$ cat config.mk
export PLATFORM = sky130hd
export DESIGN_NAME = csc_top
export DESIGN_NICKNAME = d
export VERILOG_FILES = /design/src/rtl/csc_pkg.sv /design/src/rtl/csc_top.sv
export SDC_FILE = /design/constraint.sdc
export NUM_CORES = 2
export LEC_CHECK = 0
export ABC_AREA = 1
export BUFFER_PORTS_ARGS = -buffer_cell sky130_fd_sc_hd__buf_2
export CAP_MARGIN = 20
export CORE_MARGIN = 5
export CORE_UTILIZATION = 35
export CTS_BUF_LIST = sky130_fd_sc_hd__clkbuf_8
export DETAILED_ROUTE_END_ITERATION = 16
export SETUP_SLACK_MARGIN = 0.2
export SLEW_MARGIN = 5
export SYNTH_ARGS = -nofsm -noshare
export SYNTH_HDL_FRONTEND = slang
export SYNTH_SLANG_ARGS = --single-unit
$ cat constraint.sdc
create_clock -name SYS_CLK -period 40.7 [get_ports SYS_CLK]
set_input_delay 8.14 -clock SYS_CLK [delete_from_list [all_inputs] [get_ports SYS_CLK]]
set_output_delay 8.14 -clock SYS_CLK [all_outputs]
set_load 0.02 [all_outputs]
$ cat src/rtl/csc_pkg.sv
/*
 Package for the configuration store command unit: register offsets, field layout,
 reset values, command codes and timing counts.
 Assumes a 50 MHz system clock and a 32-bit AXI4-Lite register bus.
*/
package csc_pkg;
   // clock and timing
   localparam int unsigned CLK_HZ          = 50_000_000;
   localparam int unsigned RESET_DELAY_MS  = 100;
   localparam int unsigned RESET_DELAY_CYC = (CLK_HZ / 1000) * RESET_DELAY_MS;

   // register byte offsets
   localparam logic [7:0] OFS_CMD      = 8'h00;
   localparam logic [7:0] OFS_STATUS   = 8'h04;
   localparam logic [7:0] OFS_PARAM_IX = 8'h08;
   localparam logic [7:0] OFS_PARAM_WD = 8'h0c;
   localparam logic [7:0] OFS_PEND_RD  = 8'h10;
   localparam logic [7:0] OFS_ACT_RD   = 8'h14;
   localparam logic [7:0] OFS_FW_VER   = 8'h18;
   localparam logic [7:0] OFS_HW_VAR   = 8'h1c;
   localparam logic [7:0] OFS_POWER    = 8'h20;
   localparam logic [7:0] OFS_SUPPLY   = 8'h24;
   localparam logic [7:0] OFS_TEMP     = 8'h28;
   localparam logic [7:0] OFS_CRC      = 8'h2c;
   localparam logic [7:0] OFS_FW_COMPAT = 8'h30;
   localparam logic [7:0] OFS_RATE     = 8'h34;

   // command register fields
   localparam int CMD_CODE_LSB   = 0;
   localparam int CMD_CODE_W     = 4;
   localparam int CMD_REMOTE_BIT = 8;
   localparam int CMD_OPT1_BIT   = 9;

   // parameter store shape: three location strings of 16 bytes and one rate word
   localparam int NUM_PARAMS   = 49;
   localparam int PARAM_IX_W   = 6;
   localparam int LOC_LEN      = 16;
   localparam int RATE_IX      = 48;
   localparam logic [7:0] LOC_DEFAULT  = 8'h20;
   localparam logic [7:0] RATE_DEFAULT = 8'h03;
   localparam logic [7:0] FW_VER_MIN_HI = 8'h20;

   // status bits
   localparam int ST_CMD_MODE  = 0;
   localparam int ST_RST_PEND  = 1;
   localparam int ST_NVM_BUSY  = 2;
   localparam int ST_CAPTURE   = 3;
   localparam int ST_BOOT_BAD  = 4;
   localparam int ST_REJECT    = 5;

   typedef enum logic [3:0] {
      CMD_NOP       = 4'h0,
      CMD_APPLY     = 4'h1,
      CMD_LEAVE     = 4'h2,
      CMD_TIMEOUT   = 4'h3,
      CMD_FRAME08   = 4'h4,
      CMD_FRAME17   = 4'h5,
      CMD_WRITE     = 4'h6,
      CMD_SAVED_LD  = 4'h7,
      CMD_CAPTURE   = 4'h8,
      CMD_CLR_DEF   = 4'h9,
      CMD_FACT_LD   = 4'ha,
      CMD_SOFT_RST  = 4'hb,
      CMD_BOOTLDR   = 4'hc,
      CMD_ENTER     = 4'hd,
      CMD_SETPARAM  = 4'he
   } csc_cmd_type;

   typedef enum logic [1:0] {
      NV_IDLE = 2'b00,
      NV_COPY = 2'b01
   } csc_nv_type;
endpackage

$ cat src/rtl/csc_top.sv
/*
 Configuration store command unit: pending, active, non-volatile, custom-default
 and factory layers of a small parameter set, driven by commands written over AXI4-Lite.
 Assumes an AXI4-Lite master that keeps to one write and one read at a time, and
 measurement inputs that are quasi-static and pass through a two-stage synchroniser.
*/
// Our own choices: the address map and the AXI4-Lite interface to the registers.
`timescale 1ns/10ps
// Functional notes
// - three location strings hold up to fifteen characters, default one space.
// - firmware version reads a fixed value between 0x2000 and 0x2fff.
// - hardware variant reads a fixed sixteen-bit code set at build.
// - power variant reads zero for high power, one for standard.
// - images below compatibility level are refused; boot blocked until valid reload.
// - supply voltage reads as unsigned sixteen-bit millivolts.
// - temperature reads as sixteen-bit two's complement whole degrees.
// - checksum reads a sixteen-bit CRC over the active configuration.
// - bootloader entry only accepted from the local interface.
// - soft reset acknowledged at once, reset output 100 ms later, leaves command mode.
// - apply copies every pending value into the active configuration.
// - leave, timeout, local 0x08 and remote 0x17 with option bit 1 also apply.
// - serial rate output changes only when pending changes are applied.
// - write command copies active values into the non-volatile copy at once.
// - the rate word persists into the non-volatile copy without a write command.
// - saved-defaults load uses custom defaults where set and stays in command mode.
// - custom default commands from a remote frame are rejected.
// - after capture, the next parameter set also lands in the custom defaults.
// - clear erases every custom default, current settings untouched.
// - factory load ignores custom defaults entirely.
module csc_top
   import csc_pkg::*;
#(
   parameter logic [15:0] FW_VERSION = 16'h2001,    // arbitrary value inside range
   parameter logic [15:0] HW_VARIANT = 16'h0055,    // arbitrary value
   parameter logic        POWER_STD  = 1'b1,
   parameter logic [15:0] HW_COMPAT  = 16'h0001,
   parameter int unsigned RST_CYCLES = RESET_DELAY_CYC
)(
   input  wire logic        SYS_CLK,       // system clock
   input  wire logic        RSTN,          // async reset, active low
   input  wire logic [7:0]  S_AWADDR,      // write address
   input  wire logic        S_AWVALID,     // write address valid
   output logic             S_AWREADY,     // write address ready
   input  wire logic [31:0] S_WDATA,       // write data
   input  wire logic [3:0]  S_WSTRB,       // write strobes
   input  wire logic        S_WVALID,      // write data valid
   output logic             S_WREADY,      // write data ready
   output logic [1:0]       S_BRESP,       // write response
   output logic             S_BVALID,      // write response valid
   input  wire logic        S_BREADY,      // write response ready
   input  wire logic [7:0]  S_ARADDR,      // read address
   input  wire logic        S_ARVALID,     // read address valid
   output logic             S_ARREADY,     // read address ready
   output logic [31:0]      S_RDATA,       // read data
   output logic [1:0]       S_RRESP,       // read response
   output logic             S_RVALID,      // read valid
   input  wire logic        S_RREADY,      // read ready
   input  wire logic [15:0] SUPPLY_MV,     // measured supply, mV
   input  wire logic [15:0] TEMP_C,        // temperature, two's complement
   output logic [7:0]       SERIAL_RATE,   // operating serial rate code
   output logic             SOFT_RESET,    // reset request pulse
   output logic             BOOT_ENTER     // bootloader entry pulse
);
   if (RST_CYCLES < 1) begin : g_bad_delay
      $error("reset delay must be at least one cycle");
   end

   // parameter layers
   logic [7:0] pend_q  [NUM_PARAMS];
   logic [7:0] act_q   [NUM_PARAMS];
   logic [7:0] nv_q    [NUM_PARAMS];
   logic [7:0] cdef_q  [NUM_PARAMS];
   logic       cset_q  [NUM_PARAMS];

   logic                  cmd_mode_q;
   logic                  capture_q;
   logic                  reject_q;
   logic                  boot_bad_q;
   logic [PARAM_IX_W-1:0] pix_q;
   logic [31:0]           rst_cnt_q;
   logic                  rst_pend_q;
   logic [15:0]           crc_q;
   logic [15:0]           fw_compat_q;
   logic [15:0]           sup_s1_q, sup_q, tmp_s1_q, tmp_q;

   function automatic logic [7:0] factory_val(input int i);
      return (i == RATE_IX) ? RATE_DEFAULT : ((i % LOC_LEN) == 0 ? LOC_DEFAULT : 8'h00);
   endfunction

   function automatic logic [15:0] crc_byte(input logic [15:0] c, input logic [7:0] b);
      logic [15:0] r;
      r = c;
      for (int k = 0; k < 8; k++) begin
         r = (r[15] ^ b[7-k]) ? {r[14:0], 1'b0} ^ 16'h1021 : {r[14:0], 1'b0};
      end
      return r;
   endfunction

   // bus write channel: accept address and data in either order
   logic        aw_got_q, w_got_q;
   logic [7:0]  awaddr_q;
   logic [31:0] wdata_q;
   logic        wr_fire;
   assign wr_fire = aw_got_q && w_got_q && !S_BVALID;

   always_ff @(posedge SYS_CLK or negedge RSTN) begin
      if (!RSTN) begin
         aw_got_q  <= 1'b0;
         w_got_q   <= 1'b0;
         awaddr_q  <= 8'h00;
         wdata_q   <= 32'h0000_0000;
         S_AWREADY <= 1'b0;
         S_WREADY  <= 1'b0;
         S_BVALID  <= 1'b0;
         S_BRESP   <= 2'b00;
      end else begin
         S_AWREADY <= !aw_got_q && !S_AWREADY && !S_BVALID;
         S_WREADY  <= !w_got_q && !S_WREADY && !S_BVALID;
         if (S_AWVALID && S_AWREADY) begin
            aw_got_q <= 1'b1;
            awaddr_q <= S_AWADDR;
         end
         if (S_WVALID && S_WREADY) begin
            w_got_q <= 1'b1;
            wdata_q <= S_WDATA;
         end
         if (wr_fire) begin
            aw_got_q <= 1'b0;
            w_got_q  <= 1'b0;
            S_BVALID <= 1'b1;
            // only writable words answer okay; others slverr
            S_BRESP  <= (awaddr_q == OFS_CMD || awaddr_q == OFS_PARAM_IX ||
                         awaddr_q == OFS_PARAM_WD || awaddr_q == OFS_FW_COMPAT)
                        ? 2'b00 : 2'b10;
         end else if (S_BVALID && S_BREADY) begin
            S_BVALID <= 1'b0;
         end
      end
   end

   // decoded command, valid for one cycle when the command word is written
   logic        cmd_go, remote, opt1, wd_go;
   csc_cmd_type cmd;
   assign cmd_go = wr_fire && awaddr_q == OFS_CMD && wdata_q[31:24] == 8'h00;
   assign wd_go  = wr_fire && awaddr_q == OFS_PARAM_WD;
   assign cmd    = csc_cmd_type'(wdata_q[CMD_CODE_LSB +: CMD_CODE_W]);
   assign remote = wdata_q[CMD_REMOTE_BIT];
   assign opt1   = wdata_q[CMD_OPT1_BIT];

   logic apply_ev, def_cmd;
   // leave, timeout and a local/flagged frame apply; the soft reset exit from command mode does not
   assign apply_ev = cmd_go && (cmd == CMD_APPLY || cmd == CMD_LEAVE ||
                                cmd == CMD_TIMEOUT || cmd == CMD_FRAME08 ||
                                (cmd == CMD_FRAME17 && opt1));
   assign def_cmd  = cmd == CMD_CAPTURE || cmd == CMD_CLR_DEF;

   // pending layer: command-mode writes touch only this copy and, after a capture, the custom defaults
   always_ff @(posedge SYS_CLK or negedge RSTN) begin
      if (!RSTN) begin
         for (int i = 0; i < NUM_PARAMS; i++) pend_q[i] <= factory_val(i);
      end else if (cmd_go && cmd == CMD_FACT_LD) begin
         for (int i = 0; i < NUM_PARAMS; i++) pend_q[i] <= factory_val(i);
      end else if (cmd_go && cmd == CMD_SAVED_LD) begin
         for (int i = 0; i < NUM_PARAMS; i++)
            pend_q[i] <= cset_q[i] ? cdef_q[i] : factory_val(i);
      end else if (wd_go && 32'(pix_q) < NUM_PARAMS) begin
         // location bytes at index 15 of each string are kept as terminators
         if (32'(pix_q) == RATE_IX || (32'(pix_q) % LOC_LEN) != LOC_LEN - 1)
            pend_q[pix_q] <= wdata_q[7:0];
      end
   end

   // active layer, loaded from pending on any apply event
   always_ff @(posedge SYS_CLK or negedge RSTN) begin
      if (!RSTN) begin
         for (int i = 0; i < NUM_PARAMS; i++) act_q[i] <= factory_val(i);
      end else if (apply_ev) begin
         for (int i = 0; i < NUM_PARAMS; i++) act_q[i] <= pend_q[i];
      end
   end

   // non-volatile copy; the rate word follows the active layer without a write
   always_ff @(posedge SYS_CLK or negedge RSTN) begin
      if (!RSTN) begin
         for (int i = 0; i < NUM_PARAMS; i++) nv_q[i] <= factory_val(i);
      end else begin
         if (cmd_go && cmd == CMD_WRITE) begin
            for (int i = 0; i < NUM_PARAMS; i++) nv_q[i] <= act_q[i];
         end
         nv_q[RATE_IX] <= act_q[RATE_IX];
      end
   end

   // custom defaults: capture arms, next parameter write lands here too
   always_ff @(posedge SYS_CLK or negedge RSTN) begin
      if (!RSTN) begin
         capture_q <= 1'b0;
         reject_q  <= 1'b0;
         for (int i = 0; i < NUM_PARAMS; i++) begin
            cdef_q[i] <= 8'h00;
            cset_q[i] <= 1'b0;
         end
      end else if (cmd_go && def_cmd && remote) begin
         reject_q <= 1'b1;
      end else if (cmd_go && cmd == CMD_CLR_DEF) begin
         reject_q  <= 1'b0;
         capture_q <= 1'b0;
         for (int i = 0; i < NUM_PARAMS; i++) cset_q[i] <= 1'b0;
      end else if (cmd_go && cmd == CMD_CAPTURE) begin
         reject_q  <= 1'b0;
         capture_q <= 1'b1;
      end else if (wd_go && capture_q && 32'(pix_q) < NUM_PARAMS) begin
         capture_q      <= 1'b0;
         cdef_q[pix_q]  <= wdata_q[7:0];
         cset_q[pix_q]  <= 1'b1;
      end else if (cmd_go) begin
         capture_q <= 1'b0;                     // any other accepted command consumes the capture
         reject_q  <= 1'b0;
      end
   end

   // command mode, delayed reset and bootloader entry
   always_ff @(posedge SYS_CLK or negedge RSTN) begin
      if (!RSTN) begin
         cmd_mode_q  <= 1'b0;
         rst_pend_q  <= 1'b0;
         rst_cnt_q   <= 32'h0000_0000;
         SOFT_RESET  <= 1'b0;
         BOOT_ENTER  <= 1'b0;
      end else begin
         SOFT_RESET <= 1'b0;
         BOOT_ENTER <= 1'b0;
         if (cmd_go && cmd == CMD_ENTER) cmd_mode_q <= 1'b1;
         if (cmd_go && (cmd == CMD_LEAVE || cmd == CMD_TIMEOUT)) cmd_mode_q <= 1'b0;
         if (cmd_go && cmd == CMD_BOOTLDR && !remote && !boot_bad_q)
            BOOT_ENTER <= 1'b1;
         if (cmd_go && cmd == CMD_SOFT_RST && !rst_pend_q) begin
            rst_pend_q <= 1'b1;
            rst_cnt_q  <= 32'h0000_0000;
         end else if (rst_pend_q) begin
            if (rst_cnt_q == RST_CYCLES - 1) begin
               rst_pend_q <= 1'b0;
               SOFT_RESET <= 1'b1;
               cmd_mode_q <= 1'b0;
            end else begin
               rst_cnt_q <= rst_cnt_q + 32'h0000_0001;
            end
         end
      end
   end

   // index and image compatibility; a low image blocks boot until a good one arrives
   always_ff @(posedge SYS_CLK or negedge RSTN) begin
      if (!RSTN) begin
         pix_q       <= '0;
         fw_compat_q <= 16'h0000;
         boot_bad_q  <= 1'b0;
      end else if (wr_fire && awaddr_q == OFS_PARAM_IX) begin
         pix_q <= wdata_q[PARAM_IX_W-1:0];
      end else if (wr_fire && awaddr_q == OFS_FW_COMPAT) begin
         fw_compat_q <= wdata_q[15:0];
         boot_bad_q  <= wdata_q[15:0] < HW_COMPAT;
      end
   end

   // measurements cross from outside: two flops each
   always_ff @(posedge SYS_CLK or negedge RSTN) begin
      if (!RSTN) begin
         sup_s1_q <= 16'h0000;
         sup_q    <= 16'h0000;
         tmp_s1_q <= 16'h0000;
         tmp_q    <= 16'h0000;
      end else begin
         sup_s1_q <= SUPPLY_MV;
         sup_q    <= sup_s1_q;
         tmp_s1_q <= TEMP_C;
         tmp_q    <= tmp_s1_q;
      end
   end

   // crc over the active set; recomputed every cycle, costs a wide xor tree
   always_ff @(posedge SYS_CLK or negedge RSTN) begin
      if (!RSTN) begin
         crc_q <= 16'hffff;
      end else begin
         logic [15:0] c;
         c = 16'hffff;
         for (int i = 0; i < NUM_PARAMS; i++) c = crc_byte(c, act_q[i]);
         crc_q <= c;
      end
   end

   // rate output follows the active layer, so it switches only on apply
   always_ff @(posedge SYS_CLK or negedge RSTN) begin
      if (!RSTN) SERIAL_RATE <= RATE_DEFAULT;
      else       SERIAL_RATE <= act_q[RATE_IX];
   end

   // read channel
   always_ff @(posedge SYS_CLK or negedge RSTN) begin
      if (!RSTN) begin
         S_ARREADY <= 1'b0;
         S_RVALID  <= 1'b0;
         S_RDATA   <= 32'h0000_0000;
         S_RRESP   <= 2'b00;
      end else begin
         S_ARREADY <= !S_ARREADY && !S_RVALID;
         if (S_ARVALID && S_ARREADY) begin
            S_RVALID <= 1'b1;
            S_RRESP  <= 2'b00;
            S_RDATA  <= 32'h0000_0000;
            unique case (S_ARADDR)
               OFS_STATUS: S_RDATA[5:0] <= {reject_q, boot_bad_q, capture_q, 1'b0,
                                            rst_pend_q, cmd_mode_q};
               OFS_PARAM_IX: S_RDATA[PARAM_IX_W-1:0] <= pix_q;
               OFS_PEND_RD:  S_RDATA[7:0] <= pend_q[pix_q];
               OFS_ACT_RD:   S_RDATA[7:0] <= act_q[pix_q];
               OFS_FW_VER:   S_RDATA[15:0] <= FW_VERSION;
               OFS_HW_VAR:   S_RDATA[15:0] <= HW_VARIANT;
               OFS_POWER:    S_RDATA[0] <= POWER_STD;
               OFS_SUPPLY:   S_RDATA[15:0] <= sup_q;
               OFS_TEMP:     S_RDATA[15:0] <= tmp_q;
               OFS_CRC:      S_RDATA[15:0] <= crc_q;
               OFS_FW_COMPAT: S_RDATA[15:0] <= fw_compat_q;
               OFS_RATE:     S_RDATA[7:0] <= SERIAL_RATE;
               OFS_CMD, OFS_PARAM_WD: S_RDATA <= 32'h0000_0000;
               default:      S_RRESP <= 2'b10;
            endcase
         end else if (S_RVALID && S_RREADY) begin
            S_RVALID <= 1'b0;
         end
      end
   end

   // checks
   fw_range_a: assert property (@(posedge SYS_CLK) disable iff (!RSTN)
      FW_VERSION[15:12] == 4'h2)
      else $error("firmware version out of range");
   apply_copy_a: assert property (@(posedge SYS_CLK) disable iff (!RSTN)
      apply_ev |=> act_q[RATE_IX] == $past(pend_q[RATE_IX]))
      else $error("active rate not loaded on apply");
   rate_hold_a: assert property (@(posedge SYS_CLK) disable iff (!RSTN)
      !apply_ev ##1 !apply_ev |=> $stable(SERIAL_RATE))
      else $error("serial rate changed without apply");
   boot_local_a: assert property (@(posedge SYS_CLK) disable iff (!RSTN)
      BOOT_ENTER |-> $past(cmd_go && !remote && cmd == CMD_BOOTLDR))
      else $error("bootloader entered without local command");
   reset_delay_a: assert property (@(posedge SYS_CLK) disable iff (!RSTN)
      SOFT_RESET |-> !cmd_mode_q && $past(rst_pend_q))
      else $error("soft reset without pending delay");
   remote_def_a: assert property (@(posedge SYS_CLK) disable iff (!RSTN)
      cmd_go && def_cmd && remote |=> reject_q && $stable(capture_q))
      else $error("remote default command not rejected");
   write_nv_a: assert property (@(posedge SYS_CLK) disable iff (!RSTN)
      cmd_go && cmd == CMD_WRITE |=> nv_q[0] == $past(act_q[0]))
      else $error("write did not reach non-volatile copy");
   fact_load_a: assert property (@(posedge SYS_CLK) disable iff (!RSTN)
      cmd_go && cmd == CMD_FACT_LD |=> pend_q[0] == LOC_DEFAULT)
      else $error("factory load did not restore default");
   compat_a: assert property (@(posedge SYS_CLK) disable iff (!RSTN)
      boot_bad_q |-> fw_compat_q < HW_COMPAT)
      else $error("boot blocked with valid image");
endmodule

### Yosys cells after proc, flatten, opt, wreduce, memory -nomap -nowiden

Index checks and enable logic that the tools add are counted.

* add/sub/neg operators: 1
* muxes and demuxes: 497
* eq/ne operators: 34
* reduce and logical (&&, ||, !) cells: 78
* magnitude comparators: 4
* bitwise gates (word level): 788

Operator list (count)
* 2-to-1 mux 13 bit: 392
* 2-to-1 mux 392 bit: 4
* inverter 3 bit: 391
* bitwise mux 392 bit: 2
* 2-to-1 mux 8 bit: 54
* XOR 1 bit: 388
* 2-to-1 mux 49 bit: 3
* binary-select mux 8 bit (select 6 bit): 2
* 2-to-1 mux 32 bit: 3
* == test 8 x 6 -> 1 bit (second input constant): 7
* case mux 5 bit (10 select lines): 1
* bitwise OR 49 bit: 1
* demux 8 bit (select 6 bit): 1
* case mux 8 bit (5 select lines): 1
* logical AND 1 bit: 36
* adder 32 x 1 -> 32 bit (second input constant): 1
* == test 32 x 23 -> 1 bit (second input constant): 1
* == test 8 x 4 -> 1 bit (second input constant): 4
* == test 8 x 5 -> 1 bit (second input constant): 4
* 2-to-1 mux 1 bit: 29
* == test 4 bit (second input constant): 6
* zero test 8 bit: 3
* < comparator 16 x 1 -> 1 bit (second input constant): 1
* case mux 2 bit (8 select lines): 1
* 26 further kinds: 66

* flip-flop bits (word level): 1441
* output and inout port bits: 51
* logic and storage cells: 1626

### Logic depth before layout (Yosys ltp)

* word-level depth: 783
* mapped depth: 202
* mapped depth without buffers: 201

### Worst setup path before layout

OpenSTA, ideal clock, no wires.

* path kind: register -> register
* from: reg act_q[389] (netlist name)
* to: reg crc_q[6]
* arrival time: 15.781 ns
* library setup time: 0.076 ns
* setup slack: 24.843 ns
* cell stages (with the launch flop): 177
* path through: dfstp_2 inv_2 nand2_1 nand2_1 nand3b_4 nand2_4 inv_2 nand2_1 nand2_2 inv_1 nand2_2 nand2_1 nand2_1 nand2_2 nand3_2 nand2_4 nand2_8 nand2_4 [141 not listed] nand3_2 nand3_2 nand3_2 nand2_4 nand2_4 nand2_4 nand2_4 nand3_2 nand2_4 nand2_4 nand3_1 nand2_2 nand2_2 nand2_2 nand2_1 nand2_2 nand2_1 nand2_1

* cells in the longest elaborated chain, start to end: 389
* elaborated cells between the ends (all ways): 1127
* those cells by class: 390 x mux; 737 x bitwise

RTL lines
* start: declaration: line csc_top.sv:70 `logic [7:0] act_q [NUM_PARAMS];`
* XOR 1 bit *: line csc_top.sv:94 `r = (r[15] ^ b[7-k]) ? {r[14:0], 1'b0} ^ 16'h1021 : {r[14:0], 1'b0};`
* 2-to-1 mux 13 bit *: line csc_top.sv:94
* XOR 1 bit or 2-to-1 mux 13 bit (tied branches): line csc_top.sv:94
* 2-to-1 mux 13 bit *: line csc_top.sv:94
* 2-to-1 mux 13 bit (2 in a row): line csc_top.sv:94
* 2-to-1 mux 13 bit or inverter 3 bit (tied branches)
* 2-to-1 mux 13 bit: line csc_top.sv:94
* 2-to-1 mux 13 bit or inverter 3 bit (tied branches)
* [371 not listed]
* XOR 1 bit or 2-to-1 mux 13 bit (tied branches): line csc_top.sv:94
* 2-to-1 mux 13 bit: line csc_top.sv:94
* 2-to-1 mux 13 bit *: line csc_top.sv:94
* 2-to-1 mux 13 bit: line csc_top.sv:94
* 2-to-1 mux 13 bit, or another cell as far along: line csc_top.sv:94
* 2-to-1 mux 13 bit: line csc_top.sv:94
* inverter 3 bit (no line) or XOR 1 bit (tied branches)
* 2-to-1 mux 13 bit * (2 in a row): line csc_top.sv:94
* end signal: assignment: line csc_top.sv:284 `crc_q <= 16'hffff;`
* end signal: assignment: line csc_top.sv:289 `crc_q <= c;`
* end: declaration: line csc_top.sv:82 `logic [15:0] crc_q;`

Mark *: on every way between the ends. The rest lies on a longest branch, timed or not.
A chain may end at the register's enable or synchronous reset.

### Final worst setup path

* from: reg act_q[391] (netlist name)
* to: reg crc_q[14]

* cells in the longest elaborated chain, start to end: 385
* elaborated cells between the ends (all ways): 1121
* those cells by class: 390 x mux; 731 x bitwise

RTL lines (line)
* 2-to-1 mux 13 bit *: csc_top.sv:94
* XOR 1 bit or 2-to-1 mux 13 bit (tied branches): csc_top.sv:94
* 2-to-1 mux 13 bit *: csc_top.sv:94
* XOR 1 bit or 2-to-1 mux 13 bit (tied branches): csc_top.sv:94
* 2-to-1 mux 13 bit: csc_top.sv:94
* 2-to-1 mux 13 bit or inverter 3 bit (tied branches)
* 2-to-1 mux 13 bit: csc_top.sv:94
* 2-to-1 mux 13 bit or inverter 3 bit (tied branches)
* [367 not listed]
* inverter 3 bit (no line), or another cell as far along
* 2-to-1 mux 13 bit (3 in a row): csc_top.sv:94
* 2-to-1 mux 13 bit *: csc_top.sv:94
* 2-to-1 mux 13 bit: csc_top.sv:94
* 2-to-1 mux 13 bit, or another cell as far along: csc_top.sv:94
* 2-to-1 mux 13 bit: csc_top.sv:94
* inverter 3 bit (no line) or XOR 1 bit (tied branches)
* 2-to-1 mux 13 bit *: csc_top.sv:94

Marks and branches as above.

==> flow_metrics.tcl <==
set metrics [dict create \
    grt_pass1_vias 76370 \
    use_met2_pct 36.10 \
    post-cts-setup-buffers 0 \
    hp-class "register to register" \
    setup_viol 0 \
    seq_area_um2 35850 \
    required_ns 41.61 \
    synth_area_leader_cell "dfrtp_1" \
    die_w_um 524.1 \
    ys_types 72 \
    drt_iter0_drc 7965 \
    grt_pass1_wl_mm 489.7 \
    ys_ff_latch 1431 \
    status "completed" \
    syn2layout_area_growth_pct 10.52 \
    grt_setup_unrepaired "no" \
    synth-simple-area-share_pct 37.05 \
    rows 188 \
    numPlacedInstances 14920 \
    period_needed_ns 19.15 \
    antenna_found_initial 15 \
    dpl_worst_slack_ns 21.66 \
    worst_slack_ns 21.55 \
    die_h_um 524.1 \
    drv_cap 0 \
    finalMaxSlewViolations 0 \
    fin_nets 11730 \
    max_freq_ghz 0.05223 \
    synth_cells 11560 \
    num_vias 81800 \
    synth_edf_count 0 \
    grt-ovfl-total 0 \
    hold_start "tmp_s1_q[10]$_DFF_PN0_" \
    cp_data_arrival_time_ns 20.05 \
    timing.rr.start "act_q[391]$_DFFE_PN0P_" \
    crit_fanout 8 \
    fin_skew_ns 0.04359 \
    r2r_slack_ns 21.55 \
    met3_usage_pct 5.030 \
    synth_xor_area_share_pct 1.044 \
    clkSlewWorstSetupHoldPaths_ns 0.06 \
    crit_type "register to register" \
    critical_path.top_delay_family "simple AND/OR/NAND/NOR gates" \
    multi_input_area_um2 49350 \
    clkLatencyLatePin_ns 0.99 \
    final-hold-violation-count 0 \
    worstHoldPathCells 0 \
    whs_endpoint "tmp_q[10]$_DFF_PN0_" \
    relSlewSlack_pct 12.59 \
    cts_tree "done" \
    stdcell_area_um2 102200 \
    clock-root-buffer "clkbuf_8" \
    worst_pin_slew_ns 1.294 \
    synth_compound_area_share_pct 14.77 \
    initial_core_util_pct 35.21 \
    routedWlPerCell_um 21.45 \
    crit_slowest_cell "dfrtp_1" \
    io_pins 142 \
    port_buffers 111 \
    synth_area_leaders "dfrtp_1 (38%), nand2_1 (9.2%), nand2_4 (7.5%)" \
    end_kind "register" \
    crit_path_max_incr_delay_ns 0.66 \
    via_per_inst 5.324 \
    routed_wl_mm 329.5 \
    synthAdderAreaFrac_pct 0.01352 \
    netlist.area_leader.share_pct 37.95 \
    htreeDepth 4 \
    placedInstanceArea_um2 97180 \
    fillers 27010 \
    drive_gt1_share_pct 24.47 \
    ys_seq_area_share_pct 38.75 \
    timing.critical_path.mode_cell "nand2_4" \
    antenna_left 0 \
    yosys_most_used_dff "dfrtp_1" \
    regToRegEndpoint "crc_q[14]$_DFF_PN1_" \
    ctsHoldBuffers 0 \
    synth.avg_cell_area_um2 8.002 \
    path_buf_inv 12 \
    synth_top_family_by_area "simple AND/OR/NAND/NOR gates" \
    drc 0 \
    first_pass_iters 6 \
    r2r_cells 165 \
    stdcell_count 15360 \
    cts.sinks 1431 \
    met1_usage_pct 31.70 \
    grtUsageTotal_pct 23.31 \
    tns_ns 0 \
    busiest_layer "met2" \
    cp.depth 165 \
    yosysWarnings 0 \
    cts-resized-gates 0 \
    grt_max_degree 170 \
    gp_congestion 0.9299 \
    fin_crit_sh_pct 47.05 \
    fp.dieArea_um2 274700 \
    syn_area_um2 92510 \
    cts_made_buffers 235 \
    core_um2 262700 \
    ys_async_sr_fraction_pct 100.0 \
    clock_path_buffers 3 \
    dp_hpwl_mm 236.6 \
    critPathLaunchType "register" \
    muxShareOfSynthArea_pct 0.1082 \
]
-- layout by cell type (no fill, tap or decap), types with 39 or more instances in the layout --
master | Yosys | layout
nand2_1 | 2266 | 2261
a32oi_1 | 125 | 125
o22ai_1 | 582 | 582
nand3b_1 | 41 | 41
nand3_1 | 882 | 882
a21oi_1 | 251 | 250
nand3_2 | 355 | 355
dfrtp_1 | 1403 | 1399
nand2_8 | 39 | 39
buf_4 | 19 | 114
nor2_1 | 401 | 399
clkbuf_8 | 0 | 307
o21ai_1 | 49 | 48
inv_2 | 137 | 141
nand3_4 | 105 | 105
a22oi_1 | 98 | 98
nand2_2 | 895 | 898
inv_1 | 1415 | 1484
o21ai_0 | 1024 | 1023
o41ai_1 | 91 | 73
nand2_4 | 613 | 615
buf_2 | 0 | 113
-- routing by layer --
| metal | vias up | wire length, um | part of all wire [%] |
|---|---|---|---|
| met1 | 39070 | 140500 | 43 |
| met2 | 3476 | 144800 | 44 |
| met4 | 4 | 14610 | 4.4 |
| met5 | - | 21 | 0.0064 |
| met3 | 675 | 29610 | 9.0 |
| li1 | 38570 | - | - |
-- sequential cells by signal, summed over array words and instances (netlist names), 6 cells and up --
| signal | count |
|---|---|
| sup_s1_q | 16 |
| awaddr_q | 8 |
| cdef_q | 392 |
| SERIAL_RATE | 8 |
| crc_q | 16 |
| cset_q | 49 |
| sup_q | 16 |
| S_RDATA | 16 |
| tmp_s1_q | 16 |
| wdata_q | 24 |
| fw_compat_q | 16 |
| pend_q | 392 |
| tmp_q | 16 |
| rst_cnt_q | 32 |
| act_q | 392 |
| pix_q | 6 |
-- cell families after synthesis --
group | after synthesis
XOR/XNOR | 88
flip-flops | 1431
AO/OA/AOI/OAI | 2310
AND/OR/NAND/NOR | 5726
buffers and inverters | 1995
other | 1
adder cells (fa/ha/maj) | 1
multiplexers | 9
-- cell type report --
type | count | area share, %
multi-input combinational | 8152 | 48.27
sequential | 1431 | 35.06
inverter | 1586 | 5.914
tap | 3515 | 4.301
clock buffer | 307 | 4.132
timing repair buffer | 233 | 1.508
clock inverter | 127 | 0.7844
antenna | 13 | 0.03182
-- cells in the mapped netlist, drive strengths merged, types with 7 or more instances --
library cell,n
a21oi,251
a221oi,25
a22oi,98
a32o,10
a32oi,125
a41oi,12
buf,42
clkbuf,367
clkinv,16
dfrtp,1403
dfstp,28
inv,1569
mux2,8
nand2,3813
nand3,1342
nand3b,47
nand4,31
nor2,421
nor3,40
nor4,24
o21ai,1073
o22ai,582
o32ai,7
o41ai,91
xnor2,36
xor2,52
-- through the flow --
step / hold slack, ns / utilization (%)
after floorplan: 0.3312 / -
after global placement: 0.3316 / 36.97
after detailed placement: 0.3347 / 36.98
after CTS: 0.3490 / 38.90
after global routing: 0.3551 / 38.91
final: 0.3462 / 38.92
-- how the worst max path moves through the flow --
| stage | from | end |
|---|---|---|
| after detailed placement | act_q[391]$_DFFE_PN0P_ | crc_q[14]$_DFF_PN1_ |
| after CTS | act_q[391]$_DFFE_PN0P_ | crc_q[14]$_DFF_PN1_ |
| after global routing | act_q[391]$_DFFE_PN0P_ | crc_q[14]$_DFF_PN1_ |
| after floorplan | act_q[389]$_DFFE_PN1P_ | crc_q[6]$_DFF_PN1_ |
| final | act_q[391]$_DFFE_PN0P_ | crc_q[14]$_DFF_PN1_ |
| after global placement | act_q[391]$_DFFE_PN0P_ | crc_q[14]$_DFF_PN1_ |
Power is not shown: default switching activity piles up to over one toggle a cycle in this logic, so the estimate is an artifact.
